File: src/rtl/serial_center_cfg.svh
`ifndef SERIAL_CENTER_CFG_SVH
`define SERIAL_CENTER_CFG_SVH
`define WORK_CLK_KHZ 40000
`define FRAME_ERR_CYCLES 128
`define ERR_RESP_MS 200
`define ERR_RESP_CYCLES (`ERR_RESP_MS * (`WORK_CLK_KHZ))
`define RESP_TIMEOUT_NS 20000
`define RESP_TIMEOUT_CYCLES ((`RESP_TIMEOUT_NS * `WORK_CLK_KHZ) / 1000000)
`define RESET_MIN_CYCLES 11
`define MAX_NODES 64
`define ADDR_INV_MASK 9'h1fe
`define REGION_HIGH_BITS 6'h3f
`define REGION_LOW_BITS 6'h00
`define DIV_2P5 4'h0f
`define DIV_5 4'h07
`define DIV_10 4'h03
`define DIV_20 4'h01
`endif

File: src/rtl/serial_center_pkg.sv
package serial_center_pkg;
	typedef enum logic [1:0] {MODE_1, MODE_2, MODE_3, MODE_4} host_mode_t;
	typedef enum logic [1:0] {SPD_2P5, SPD_5, SPD_10, SPD_20} line_speed_t;
endpackage
File: src/rtl/serial_center_if.sv
`timescale 1ns/10ps
interface serial_center_if;
	logic cs_n;
	logic rd_n;
	logic wr_n;
	logic a0;
	logic [8:1] addr;
	logic [15:0] wdata;
	logic [15:0] rdata;
	logic rdata_oe;
	logic wait_request_out;
	logic host_if_busy_n;
	logic int_n;
	logic host_mode_sel0;
	logic host_mode_sel1;
	logic clock_freq_select;
	logic rst_n;
	logic line_speed_sel0;
	logic line_speed_sel1;
	logic serial_out;
	logic tx_enable_high;
	logic tx_enable_low_n;
	logic serial_rx_branch_a;
	logic serial_rx_branch_b;
	logic carrier_monitor_n;
	logic frame_error_monitor_n;
	logic error_response_monitor_n;
	logic cycle_toggle_monitor;
	modport center (input cs_n, rd_n, wr_n, a0, addr, wdata, host_mode_sel0, host_mode_sel1,
		clock_freq_select, rst_n, line_speed_sel0, line_speed_sel1, serial_rx_branch_a,
		serial_rx_branch_b, output rdata, rdata_oe, wait_request_out, host_if_busy_n, int_n,
		serial_out, tx_enable_high, tx_enable_low_n, carrier_monitor_n, frame_error_monitor_n,
		error_response_monitor_n, cycle_toggle_monitor);
	modport host (output cs_n, rd_n, wr_n, a0, addr, wdata, host_mode_sel0, host_mode_sel1,
		clock_freq_select, rst_n, line_speed_sel0, line_speed_sel1,
		input rdata, rdata_oe, wait_request_out, host_if_busy_n, int_n);
endinterface

File: src/rtl/pulse_stretch.sv
`timescale 1ns/10ps
// Active-low pulse of LEN cycles, restarted by each trigger
module pulse_stretch #(
	parameter int LEN = 128
) (
	// Clock and control
	input wire logic clk,
	input wire logic reset,
	input wire logic clk_en,
	// Trigger and output
	input wire logic trigger,
	output logic pulse_n
);
	localparam int W = $clog2(LEN + 1);
	initial begin
		if (LEN < 1) $error("pulse_stretch LEN must be positive");
	end
	logic [W-1:0] count_q;
	// Reload on trigger, count down otherwise
	always_ff @(posedge clk) begin
		if (reset) begin
			count_q <= '0;
		end else if (clk_en) begin
			if (trigger) count_q <= W'(LEN);
			else if (count_q != '0) count_q <= count_q - 1'b1;
		end
	end
	always_ff @(posedge clk) begin
		if (reset) pulse_n <= 1'b1;
		else if (clk_en) pulse_n <= !(trigger || count_q > W'(1));
	end
endmodule

File: src/rtl/serial_center_end.sv
`timescale 1ns/10ps
`include "serial_center_cfg.svh"
// Center device pin control: straps, host busy, line timing and monitors
module serial_center_end
	import serial_center_pkg::*;
#(
	parameter int FRAME_ERR_LEN = `FRAME_ERR_CYCLES,
	parameter int ERR_RESP_LEN = `ERR_RESP_CYCLES,
	parameter int TIMEOUT_LEN = `RESP_TIMEOUT_CYCLES,
	parameter int BUSY_LEN = 4
) (
	// Reference clock and freeze
	input wire logic clk,
	input wire logic clk_en,
	// Pins
	serial_center_if.center pins,
	// Core-side events
	input wire logic tx_active,
	input wire logic tx_bit,
	input wire logic frame_error,
	input wire logic response_expected,
	input wire logic response_received,
	input wire logic error_response,
	input wire logic cycle_done,
	input wire logic irq,
	input wire logic [15:0] read_data,
	// Decoded core view
	output logic work_tick,
	output logic bit_tick,
	output logic [8:0] dec_addr,
	output logic cmd_write,
	output logic [1:0] active_mode,
	output logic rx_line
);
	initial begin
		if (FRAME_ERR_LEN < 1 || ERR_RESP_LEN < 1 || TIMEOUT_LEN < 1 || BUSY_LEN < 1)
			$error("serial_center_end lengths must be positive");
	end
	logic reset;
	logic div_q;
	logic [3:0] bit_cnt_q;
	logic [$clog2(BUSY_LEN+1)-1:0] busy_q;
	logic [$clog2(TIMEOUT_LEN+1)-1:0] wait_q;
	logic strobe_q;
	logic rx_a_q;
	logic rx_b_q;
	logic toggle_q;
	logic [15:0] rdata_q;
	host_mode_t mode;
	line_speed_t speed;
	logic [3:0] div_max;
	logic access;
	logic is_write;
	logic timeout;
	logic err_trig;
	logic busy;
	// Synchronous active-low reset pin
	assign reset = !pins.rst_n;
	// Mode and speed decode from straps
	assign mode = host_mode_t'({pins.host_mode_sel1, pins.host_mode_sel0});
	assign speed = line_speed_t'({pins.line_speed_sel1, pins.line_speed_sel0});
	assign active_mode = mode;
	always_comb begin
		unique case (speed)
			SPD_2P5: div_max = `DIV_2P5;
			SPD_5: div_max = `DIV_5;
			SPD_10: div_max = `DIV_10;
			SPD_20: div_max = `DIV_20;
		endcase
	end
	// Access decode per host bus style
	assign access = !pins.cs_n && ((mode == MODE_1) ? !pins.a0 : (!pins.rd_n || !pins.wr_n));
	assign is_write = !pins.wr_n; // Mode 1 write pin is R/W, low writes; else a write strobe
	assign dec_addr[8:1] = pins.host_mode_sel1 ? pins.addr : ~pins.addr;
	assign dec_addr[0] = (mode == MODE_4) ? pins.a0 : 1'b0;
	assign cmd_write = access && !strobe_q && is_write;
	// Working clock: halve an 80 MHz reference
	assign work_tick = !pins.clock_freq_select || div_q;
	always_ff @(posedge clk) begin
		if (reset) div_q <= 1'b0;
		else if (clk_en) div_q <= !div_q;
	end
	// Bit timing counts working ticks only, so rate ignores reference choice
	assign bit_tick = work_tick && (bit_cnt_q == 4'h0);
	always_ff @(posedge clk) begin
		if (reset) bit_cnt_q <= 4'h0;
		else if (clk_en && work_tick) bit_cnt_q <= (bit_cnt_q == 4'h0) ? div_max : bit_cnt_q - 1'b1;
	end
	// Host busy: low from write command intake until BUSY_LEN working ticks pass
	assign busy = busy_q != '0;
	always_ff @(posedge clk) begin
		if (reset) begin
			busy_q <= '0;
			strobe_q <= 1'b0;
		end else if (clk_en) begin
			strobe_q <= access;
			if (cmd_write) busy_q <= ($bits(busy_q))'(BUSY_LEN);
			else if (busy && work_tick) busy_q <= busy_q - 1'b1;
		end
	end
	// Wait/ready pin follows busy in the mode's polarity
	always_ff @(posedge clk) begin
		if (reset) begin
			pins.host_if_busy_n <= 1'b1;
			pins.wait_request_out <= 1'b1;
		end else if (clk_en) begin
			pins.host_if_busy_n <= !(busy || cmd_write);
			unique case (mode)
				MODE_1: pins.wait_request_out <= !(access && !busy); // Acknowledge
				MODE_3: pins.wait_request_out <= !(busy || cmd_write); // Ready high
				default: pins.wait_request_out <= !(busy || cmd_write); // Wait low
			endcase
		end
	end
	// Read data capture and bus enable
	always_ff @(posedge clk) begin
		if (reset) rdata_q <= 16'h0000;
		else if (clk_en && access && !is_write) rdata_q <= read_data;
	end
	assign pins.rdata = rdata_q;
	assign pins.rdata_oe = access && !is_write;
	assign pins.int_n = !irq;
	// Transmit enables and serial output
	always_ff @(posedge clk) begin
		if (reset) begin
			pins.tx_enable_high <= 1'b0;
			pins.tx_enable_low_n <= 1'b1;
			pins.serial_out <= 1'b0;
		end else if (clk_en) begin
			pins.tx_enable_high <= tx_active;
			pins.tx_enable_low_n <= !tx_active;
			pins.serial_out <= tx_active && tx_bit;
		end
	end
	// Both branches registered alike and merged
	always_ff @(posedge clk) begin
		if (reset) begin
			rx_a_q <= 1'b0;
			rx_b_q <= 1'b0;
		end else if (clk_en) begin
			rx_a_q <= pins.serial_rx_branch_a;
			rx_b_q <= pins.serial_rx_branch_b;
		end
	end
	assign rx_line = rx_a_q | rx_b_q;
	// Carrier: low while line activity seen
	always_ff @(posedge clk) begin
		if (reset) pins.carrier_monitor_n <= 1'b1;
		else if (clk_en) pins.carrier_monitor_n <= !(rx_line || tx_active);
	end
	// Response timeout
	assign timeout = (wait_q == ($bits(wait_q))'(1)) && !response_received;
	always_ff @(posedge clk) begin
		if (reset) wait_q <= '0;
		else if (clk_en) begin
			if (response_expected) wait_q <= ($bits(wait_q))'(TIMEOUT_LEN);
			else if (response_received) wait_q <= '0;
			else if (wait_q != '0 && work_tick) wait_q <= wait_q - 1'b1;
		end
	end
	assign err_trig = frame_error || (timeout && work_tick);
	// Error monitor pulses
	pulse_stretch #(.LEN(FRAME_ERR_LEN)) u_frame_err (
		.clk(clk),
		.reset(reset),
		.clk_en(clk_en),
		.trigger(err_trig),
		.pulse_n(pins.frame_error_monitor_n)
	);
	pulse_stretch #(.LEN(ERR_RESP_LEN)) u_err_resp (
		.clk(clk),
		.reset(reset),
		.clk_en(clk_en),
		.trigger(error_response),
		.pulse_n(pins.error_response_monitor_n)
	);
	// Cycle monitor toggles on each completed cycle
	always_ff @(posedge clk) begin
		if (reset) toggle_q <= 1'b0;
		else if (clk_en && cycle_done) toggle_q <= !toggle_q;
	end
	assign pins.cycle_toggle_monitor = toggle_q;
endmodule

File: src/flat_wrapper.sv
// flat-port wrapper written by rule: the top's interface ports become plain ports
module serial_center_end_flat import serial_center_pkg::*;
#(
	parameter int FRAME_ERR_LEN = `FRAME_ERR_CYCLES,
	parameter int ERR_RESP_LEN = `ERR_RESP_CYCLES,
	parameter int TIMEOUT_LEN = `RESP_TIMEOUT_CYCLES,
	parameter int BUSY_LEN = 4
)
  (clk, clk_en, tx_active, tx_bit, frame_error, response_expected, response_received, error_response, cycle_done, irq, read_data, work_tick, bit_tick, dec_addr, cmd_write, active_mode, rx_line, pins_cs_n, pins_rd_n, pins_wr_n, pins_a0, pins_addr, pins_wdata, pins_host_mode_sel0, pins_host_mode_sel1, pins_clock_freq_select, pins_rst_n, pins_line_speed_sel0, pins_line_speed_sel1, pins_serial_rx_branch_a, pins_serial_rx_branch_b, pins_rdata, pins_rdata_oe, pins_wait_request_out, pins_host_if_busy_n, pins_int_n, pins_serial_out, pins_tx_enable_high, pins_tx_enable_low_n, pins_carrier_monitor_n, pins_frame_error_monitor_n, pins_error_response_monitor_n, pins_cycle_toggle_monitor);
  serial_center_if pins_i ();
  input wire logic clk;
  input wire logic clk_en;
  input wire logic tx_active;
  input wire logic tx_bit;
  input wire logic frame_error;
  input wire logic response_expected;
  input wire logic response_received;
  input wire logic error_response;
  input wire logic cycle_done;
  input wire logic irq;
  input wire logic [15:0] read_data;
  output logic work_tick;
  output logic bit_tick;
  output logic [8:0] dec_addr;
  output logic cmd_write;
  output logic [1:0] active_mode;
  output logic rx_line;
  input wire logic [$bits(pins_i.cs_n)-1:0] pins_cs_n;
  input wire logic [$bits(pins_i.rd_n)-1:0] pins_rd_n;
  input wire logic [$bits(pins_i.wr_n)-1:0] pins_wr_n;
  input wire logic [$bits(pins_i.a0)-1:0] pins_a0;
  input wire logic [$bits(pins_i.addr)-1:0] pins_addr;
  input wire logic [$bits(pins_i.wdata)-1:0] pins_wdata;
  input wire logic [$bits(pins_i.host_mode_sel0)-1:0] pins_host_mode_sel0;
  input wire logic [$bits(pins_i.host_mode_sel1)-1:0] pins_host_mode_sel1;
  input wire logic [$bits(pins_i.clock_freq_select)-1:0] pins_clock_freq_select;
  input wire logic [$bits(pins_i.rst_n)-1:0] pins_rst_n;
  input wire logic [$bits(pins_i.line_speed_sel0)-1:0] pins_line_speed_sel0;
  input wire logic [$bits(pins_i.line_speed_sel1)-1:0] pins_line_speed_sel1;
  input wire logic [$bits(pins_i.serial_rx_branch_a)-1:0] pins_serial_rx_branch_a;
  input wire logic [$bits(pins_i.serial_rx_branch_b)-1:0] pins_serial_rx_branch_b;
  output wire logic [$bits(pins_i.rdata)-1:0] pins_rdata;
  output wire logic [$bits(pins_i.rdata_oe)-1:0] pins_rdata_oe;
  output wire logic [$bits(pins_i.wait_request_out)-1:0] pins_wait_request_out;
  output wire logic [$bits(pins_i.host_if_busy_n)-1:0] pins_host_if_busy_n;
  output wire logic [$bits(pins_i.int_n)-1:0] pins_int_n;
  output wire logic [$bits(pins_i.serial_out)-1:0] pins_serial_out;
  output wire logic [$bits(pins_i.tx_enable_high)-1:0] pins_tx_enable_high;
  output wire logic [$bits(pins_i.tx_enable_low_n)-1:0] pins_tx_enable_low_n;
  output wire logic [$bits(pins_i.carrier_monitor_n)-1:0] pins_carrier_monitor_n;
  output wire logic [$bits(pins_i.frame_error_monitor_n)-1:0] pins_frame_error_monitor_n;
  output wire logic [$bits(pins_i.error_response_monitor_n)-1:0] pins_error_response_monitor_n;
  output wire logic [$bits(pins_i.cycle_toggle_monitor)-1:0] pins_cycle_toggle_monitor;
  assign pins_i.cs_n = pins_cs_n;
  assign pins_i.rd_n = pins_rd_n;
  assign pins_i.wr_n = pins_wr_n;
  assign pins_i.a0 = pins_a0;
  assign pins_i.addr = pins_addr;
  assign pins_i.wdata = pins_wdata;
  assign pins_i.host_mode_sel0 = pins_host_mode_sel0;
  assign pins_i.host_mode_sel1 = pins_host_mode_sel1;
  assign pins_i.clock_freq_select = pins_clock_freq_select;
  assign pins_i.rst_n = pins_rst_n;
  assign pins_i.line_speed_sel0 = pins_line_speed_sel0;
  assign pins_i.line_speed_sel1 = pins_line_speed_sel1;
  assign pins_i.serial_rx_branch_a = pins_serial_rx_branch_a;
  assign pins_i.serial_rx_branch_b = pins_serial_rx_branch_b;
  assign pins_rdata = pins_i.rdata;
  assign pins_rdata_oe = pins_i.rdata_oe;
  assign pins_wait_request_out = pins_i.wait_request_out;
  assign pins_host_if_busy_n = pins_i.host_if_busy_n;
  assign pins_int_n = pins_i.int_n;
  assign pins_serial_out = pins_i.serial_out;
  assign pins_tx_enable_high = pins_i.tx_enable_high;
  assign pins_tx_enable_low_n = pins_i.tx_enable_low_n;
  assign pins_carrier_monitor_n = pins_i.carrier_monitor_n;
  assign pins_frame_error_monitor_n = pins_i.frame_error_monitor_n;
  assign pins_error_response_monitor_n = pins_i.error_response_monitor_n;
  assign pins_cycle_toggle_monitor = pins_i.cycle_toggle_monitor;
  serial_center_end #(.FRAME_ERR_LEN(FRAME_ERR_LEN), .ERR_RESP_LEN(ERR_RESP_LEN), .TIMEOUT_LEN(TIMEOUT_LEN), .BUSY_LEN(BUSY_LEN)) u_core (.clk(clk), .clk_en(clk_en), .pins(pins_i), .tx_active(tx_active), .tx_bit(tx_bit), .frame_error(frame_error), .response_expected(response_expected), .response_received(response_received), .error_response(error_response), .cycle_done(cycle_done), .irq(irq), .read_data(read_data), .work_tick(work_tick), .bit_tick(bit_tick), .dec_addr(dec_addr), .cmd_write(cmd_write), .active_mode(active_mode), .rx_line(rx_line));
endmodule
File: config.mk
export PLATFORM = sky130hd
export DESIGN_NAME = serial_center_end_flat
export DESIGN_NICKNAME = d
export VERILOG_FILES = /design/src/rtl/serial_center_pkg.sv /design/src/rtl/serial_center_if.sv /design/src/rtl/pulse_stretch.sv /design/src/rtl/serial_center_end.sv /design/src/flat_wrapper.sv
export VERILOG_INCLUDE_DIRS = /design/src /design/src/rtl
export SDC_FILE = /design/constraint.sdc
export NUM_CORES = 1
export LEC_CHECK = 0
export BUFFER_PORTS_ARGS = -buffer_cell sky130_fd_sc_hd__buf_4
export CAP_MARGIN = 20
export CELL_PAD_IN_SITES_DETAIL_PLACEMENT = 1
export CELL_PAD_IN_SITES_GLOBAL_PLACEMENT = 2
export CORE_ASPECT_RATIO = 0.7
export CORE_UTILIZATION = 27
export DETAILED_ROUTE_END_ITERATION = 8
export PLACE_DENSITY = 0.74
export RECOVER_POWER = 25
export SYNTH_ARGS = -nofsm -noshare
export SYNTH_HDL_FRONTEND = slang
export SYNTH_SLANG_ARGS = --single-unit
File: constraint.sdc
create_clock -name clk -period 2 [get_ports clk]
set_clock_uncertainty 0.05 [all_clocks]
set_input_delay 0.5 -clock clk [delete_from_list [all_inputs] [get_ports clk]]
set_output_delay 0.5 -clock clk [all_outputs]
set_load 0.005 [all_outputs]
==> results.sh, run 1 <==
export IMPL_status="finished, final reports clean"
export IMPL_synth_largest_area_cell="dfxtp_1"
export IMPL_numCtsBuffers=9
export IMPL_ys_seq_area_frac=0.400
export IMPL_synth_area_leaders="dfxtp_1 40%, nor2_1 6.3%, mux2i_1 5.2%"
export IMPL_cts_tree="yes"
export IMPL_crit_path_max_fanout=4
export IMPL_switching_power_mw=1.68
export IMPL_via_count=3740
export IMPL_routed_via_density=4.79
export IMPL_clkPwrFrac=0.314
export IMPL_post_route_drc_count=0
export IMPL_die_area_mm2=0.0148
export IMPL_syn_nets=522
export IMPL_nNetsFinal=657
export IMPL_r2r_end="u_core.u_err_resp.count_q[17]"
export IMPL_clock_fmax_mhz=516
export IMPL_layout_commonest_cell="buf_4"
export IMPL_switching_share=0.337
export IMPL_min_path_type="in -> reg"
export IMPL_synth_top_area_share=0.400
export IMPL_cts_sinks=77
export IMPL_internal_power_mw=3.32
export IMPL_max_slew_margin=0.686
export IMPL_antenna_left=0
export IMPL_postCtsHoldBufs=0
export IMPL_antenna_found_initial=0
export IMPL_met3_usage=0.0370
export IMPL_clock_latency_ps=340
export IMPL_area_growth_synth_to_final_pct=44.9
export IMPL_io_pins=104
export IMPL_port_buffers=87
export IMPL_min_period_ps=1940
export IMPL_die_w_um=145
export IMPL_yosys_warnings=0
export IMPL_gr_total_overflow=0
export IMPL_clkTransAtPathRegs_ps=70
export IMPL_drt_wl_total_um=12200
export IMPL_htreeDepth=3
export IMPL_required_ps=1450
export IMPL_dp_slack_ps=-192
export IMPL_reg2reg_from="u_core.u_err_resp.count_q[8]"
export IMPL_syn_area_per_cell_um2=8.56
export IMPL_synth_seq_cells=77
export IMPL_rows=36
export IMPL_drt_wirelength_per_cell_um=15.7
export IMPL_drt_iter0_drc=201
export IMPL_peakVddDrop_mv=0.415
export IMPL_root_buffer="clkbuf_16"
export IMPL_yosysUniqueCellTypes=58
export IMPL_grt_max_degree=30
export IMPL_fin_tns_setup_ps=0
export IMPL_finalSetupViolations=0
export IMPL_dp_hpwl_um=9220
export IMPL_maxCapViolations=0
export IMPL_endpoint_kind="primary output"
export IMPL_hold_path_end="u_core.pins.rdata[12]"
export IMPL_die_h_um=102
export IMPL_worstMarginPinSlew_ps=471
export IMPL_grt_usage=0.169
export IMPL_pwr_share_comb=0.318
export IMPL_p_leak_nw=2.42
export IMPL_drv_slew=0
export IMPL_final_cell_mix="116 x buf_4, 73 x dfxtp_1, 63 x nor2_1"
export IMPL_r2r_cells=6
export IMPL_layout_drive_gt1_share=0.332
export IMPL_synth_edf_count=0
export IMPL_ys_flop_type="dfxtp_1"
export IMPL_pwr_share_seq=0.368
export IMPL_finalHoldViolations=0
export IMPL_top_usage_layer="met2"
export IMPL_initial_core_util=0.277
export IMPL_use_met2=0.270
export IMPL_power_density_mw_per_mm2=896
export IMPL_hp_start="read_data[12]"
export IMPL_timing_reg2reg_setup_slack_ps=90
export IMPL_setup_ws_ps=63.5
export IMPL_rsz0062_at_grt="yes"
export IMPL_first_global_vias=3736
export IMPL_critical_path_class="reg -> out"
export IMPL_finalCritPeriodShare=0.968
export IMPL_postSynthCellCount=450
export IMPL_antennaDiodeCount=0
export IMPL_dr_pass1_iters=6
export IMPL_synth_area_mm2=0.00385
export IMPL_grt_pass1_wl_um=19100
export IMPL_worstPathArrival_ps=1390
export IMPL_synthArstFlopShare=0
export IMPL_power_mw=5.00
export IMPL_cp_start_kind="flop"
export IMPL_gp_congestion=0.853
export IMPL_cts_max_path_buffers=2
export IMPL_use_met1=0.229
export IMPL_min_path_cells=3
export IMPL_coreArea_mm2=0.0139
==> power groups by stage <==
stage	Clock, mW	Sequential, mW	Combinational [mW]
2_1_floorplan	0	1.82	0.833
5_1_grt	1.69	1.86	1.76
3_3_place_gp	0	1.83	1.40
6_report	1.57	1.84	1.59
4_1_cts	1.63	1.82	1.46
3_5_place_dp	0	1.84	1.43
==> cells in the mapped netlist, types with 2 or more instances <==
cell,count
a2111oi_0,2
a21o_1,2
a21oi_1,27
a22oi_1,4
a31oi_1,7
a41oi_1,2
and2_1,4
and3_1,6
buf_1,2
buf_2,2
buf_4,2
clkbuf_1,12
dfxtp_1,77
ha_1,10
inv_1,16
mux2i_1,20
nand2_1,30
nand2b_1,8
nand3_1,14
nand3b_1,2
nand4_1,4
nor2_1,65
nor2b_1,2
nor3_1,9
nor3_2,2
nor3b_1,2
nor4_1,9
nor4_2,3
nor4b_1,3
o211a_1,2
o211ai_1,7
o21ai_0,19
o31ai_1,5
o41ai_1,4
or2_2,5
or3_1,4
or4_1,4
xnor2_1,19
xor2_1,14
==> critical path, stage by stage (launching register included) <==
cell and delay [ps]:
dfxtp_2 340, inv_1 60, ha_2 210, nand2b_4 70, nand2b_4 150, nor2_2 90, buf_4 120
==> stage by stage <==
step                instances  hold WS [ps]  cell area (um^2)  utilization
global placement          761           407              5080        0.365
finish                    780           331              5580        0.401
CTS                       777           325              5390        0.387
global route              780           338              5580        0.401
floorplan                 450           395              3860            -
detailed placement        761           421              5080        0.365
==> repair_timing <==
item | in CTS | in global routing
buffers inserted | 0 | 3
pin swaps | 0 | 7
setup endpoints to repair | 4 | 28
gates resized for setup | 8 | 33
==> metal layers <==
layer | part of all wire | wire [um]
met1 | 0.49 | 6000
met2 | 0.45 | 5510
met3 | 0.048 | 589
met4 | 0.010 | 123
met5 | 0 | 0
==> kinds of logic after synthesis <==
family	after synthesis	synth area share
simple gates	182	0.243
compound gates	92	0.158
flops	77	0.400
buf+inv	36	0.0396
xor+xnor	33	0.0750
mux	20	0.0520
fa+ha+maj	10	0.0325
==> worst max path at each step <==
stage,end,depth (start not counted),start
floorplan,u_core.pins.rdata[10],6,pins_host_mode_sel1
global placement,u_core.u_frame_err.count_q[7],6,response_received
detailed placement,u_core.u_frame_err.count_q[7],6,response_received
CTS,u_core.u_frame_err.count_q[7],7,u_core.wait_q[1]
global route,u_core.u_err_resp.count_q[6],6,u_core.u_err_resp.count_q[17]
finish,bit_tick,6,u_core.bit_cnt_q[0]
==> state kept, by name, indices dropped and copies added, names as in the netlist, 3 cells and up <==
| register | count |
|---|---|
| u_core.u_err_resp.count_q | 23 |
| u_core.bit_cnt_q | 4 |
| u_core.pins.rdata | 16 |
| u_core.wait_q | 10 |
| u_core.busy_q | 3 |
| u_core.u_frame_err.count_q | 8 |
==> final cells by class <==
type | instances | area, um^2
fill | 1638 | 8340
multi-input combinational | 337 | 2350
sequential | 77 | 1550
timing repair buffer | 143 | 1100
tap | 190 | 238
clock buffer | 9 | 225
inverter | 17 | 63.8
clock inverter | 7 | 56.3
Power figures use the tool's default switching activity.
==> inputs of run 2 (changes only) <==
--- a/config.mk
+++ b/config.mk
@@ -11,9 +11,9 @@
 export CELL_PAD_IN_SITES_DETAIL_PLACEMENT = 1
 export CELL_PAD_IN_SITES_GLOBAL_PLACEMENT = 2
 export CORE_ASPECT_RATIO = 0.7
-export CORE_UTILIZATION = 27
+export CORE_UTILIZATION = 33
 export DETAILED_ROUTE_END_ITERATION = 8
-export PLACE_DENSITY = 0.74
+export PLACE_DENSITY = 0.84
 export RECOVER_POWER = 25
 export SYNTH_ARGS = -nofsm -noshare
 export SYNTH_HDL_FRONTEND = slang
==> constraint.sdc (replaced) <==
create_clock -name clk -period 2.4 [get_ports clk]
set_clock_uncertainty 0.05 [all_clocks]
set_input_delay 0.6 -clock clk [delete_from_list [all_inputs] [get_ports clk]]
set_output_delay 0.6 -clock clk [all_outputs]
set_load 0.005 [all_outputs]
==> run 2 against run 1 <==
Compared with the run above: highest routed layer unchanged; critical path depth decreased by 1; sequential cell count unchanged; non-clock buffer count decreased by 32; critical endpoint is now pins_rdata_oe; via count decreased by 1.2%; die area decreased by 18%; largest power group unchanged; wire length decreased by 8.9%; total power decreased by 22%; largest cell class unchanged.
==> results.sh, run 2 (synthesis gave the netlist of run 1 again) <==
export IMPL_status="finished, final reports clean"
export IMPL_post_cts_resize_count=0
export IMPL_maxCapViolations=0
export IMPL_port_buffers=87
export IMPL_die_h_um=92.4
export IMPL_critical_path_class="in -> out"
export IMPL_largest_register_ffs=23
export IMPL_cp_start_kind="primary input"
export IMPL_top_layer_used="met4"
export IMPL_clock_latency_ps=330
export IMPL_drt_wirelength_per_cell_um=15.7
export IMPL_root_buffer="clkbuf_16"
export IMPL_dr_pass1_iters=4
export IMPL_via_count=3694
export IMPL_numCtsBuffers=9
export IMPL_gr_total_overflow=0
export IMPL_io_pins=104
export IMPL_gp_congestion=0.800
export IMPL_coreArea_mm2=0.0112
export IMPL_postCtsHoldBufs=0
export IMPL_die_w_um=131
export IMPL_cts_tree="yes"
export IMPL_crit_chain="clkbuf_1, o211a_1, a211oi_1, and2_1, buf_4"
export IMPL_timing_reg2reg_setup_slack_ps=140
export IMPL_max_slew_margin=0.567
export IMPL_rows=32
export IMPL_post_cts_buffers=0
export IMPL_r2r_cells=6
export IMPL_drt_wl_total_um=11100
export IMPL_min_path_type="reg -> reg"
export IMPL_fin_tns_setup_ps=0
export IMPL_hp_start="u_core.pins.tx_enable_high"
export IMPL_dp_hpwl_um=8440
export IMPL_grt_usage=0.198
export IMPL_worstPathArrival_ps=1610
export IMPL_min_period_ps=2260
export IMPL_slowest_delay_ps=360
export IMPL_final_cell_mix="88 x buf_4, 77 x dfxtp_1, 65 x nor2_1"
export IMPL_antennaDiodeCount=0
export IMPL_power_mw=3.89
export IMPL_required_ps=1750
export IMPL_power_density_mw_per_mm2=770
export IMPL_worst_path_buf_inv=2
export IMPL_grt_max_degree=30
export IMPL_initial_core_util=0.345
export IMPL_finalSetupViolations=0
export IMPL_antenna_left=0
export IMPL_crit_path_max_fanout=5
export IMPL_fillers=1319
export IMPL_instances_no_fill=711
export IMPL_peakVddDrop_mv=0.364
export IMPL_finalCritPeriodShare=0.942
export IMPL_min_path_cells=2
export IMPL_r2r_end="u_core.u_frame_err.count_q[4]"
export IMPL_slowest_stage="a211oi_1"
export IMPL_htreeDepth=3
export IMPL_routed_via_density=5.20
export IMPL_p_leak_nw=2.19
export IMPL_nNetsFinal=625
export IMPL_area_growth_synth_to_final_pct=31.1
export IMPL_wl_met1_um=5410
export IMPL_rsz0062_at_grt="no"
export IMPL_clock_fmax_mhz=443
export IMPL_dr_wl_met3_um=650
export IMPL_drt_iter0_drc=147
export IMPL_hold_path_end="u_core.pins.tx_enable_high"
export IMPL_grt_pass1_wl_um=19100
export IMPL_layout_commonest_cell="buf_4"
export IMPL_regMostFlops="u_core.u_err_resp.count_q"
export IMPL_clkTransAtPathRegs_ps=60
export IMPL_routed_wl_met2_um=4990
export IMPL_drv_slew=0
export IMPL_antenna_found_initial=0
export IMPL_first_global_vias=3792
export IMPL_cts_sinks=77
export IMPL_placedCellCount=695
export IMPL_cts_max_path_buffers=2
export IMPL_post_route_drc_count=0
export IMPL_worstMarginPinSlew_ps=633
export IMPL_cp_startpoint="pins_host_mode_sel1"
export IMPL_die_area_mm2=0.0121
export IMPL_layout_drive_gt1_share=0.237
export IMPL_reg2reg_from="u_core.wait_q[0]"
export IMPL_endpoint_kind="primary output"
export IMPL_crit_family="compound AO/OA/AOI/OAI gates"
export IMPL_finalHoldViolations=0
[run 2: changes by cell type in the layout (fill, tap and decap cells not counted), moves of 3 or more]
cell / before / now
buf_4: 116 / 88
buf_6: 4 / 0
clkbuf_1: 4 / 9
clkbuf_4: 17 / 14
dfxtp_1: 73 / 77
dfxtp_2: 4 / 0
inv_6: 3 / 0
nor4_1: 4 / 9
nor4_4: 4 / 0
[run 2: through the flow]
stage	hold slack [ps]	area [um^2]	setup WS, ps	util
2_1_floorplan	395	3850	232	-
3_3_place_gp	409	4800	19.1	0.430
3_5_place_dp	420	4800	67.2	0.430
4_1_cts	434	5080	141	0.455
5_1_grt	447	5050	10.7	0.452
6_report	428	5050	140	0.452
[run 2: metal layers]
layer / track usage / vias up
met1: 0.254 / 1768
met4: 0.0500 / 0
met5: 0 / -
met3: 0.0553 / 6
li1: - / 1815
met2: 0.328 / 105
[run 2: area by class of cell]
class,count,area (um^2),area share
well taps,153,191,0.0379
clock buffers,12,256,0.0508
clock inverters,4,22.5,0.00446
flip-flops and latches,77,1540,0.305
inverters,17,63.8,0.0126
multi-input cells,337,2160,0.427
repair buffers,111,816,0.162
[run 2: worst max-delay path by stage]
stage,end,slack [ps],cells after the start
finish,pins_rdata_oe,140,5
global route,u_core.u_frame_err.count_q[4],10,6
CTS,pins_rdata_oe,140,5
detailed placement,u_core.u_frame_err.count_q[4],70,6
global placement,u_core.u_frame_err.count_q[4],20,6
floorplan,cmd_write,230,2
[run 2: worst reg2reg max path, delay by kind of cell (launching register included)]
family | cells | cell delay (ps)
xor gates and xnor gates | 1 | 190
AOI/OAI and AO/OA | 2 | 870
DFF | 1 | 420
adders and majority gates | 1 | 180
and+or+nand+nor | 2 | 440
[run 2: power breakdown]
part	total (mW)	switching (mW)	internal (mW)
Clock	1.28	0.526	0.752
Combinational	1.09	0.595	0.499
Sequential	1.52	0.120	1.40
Total	3.89	1.24	2.65
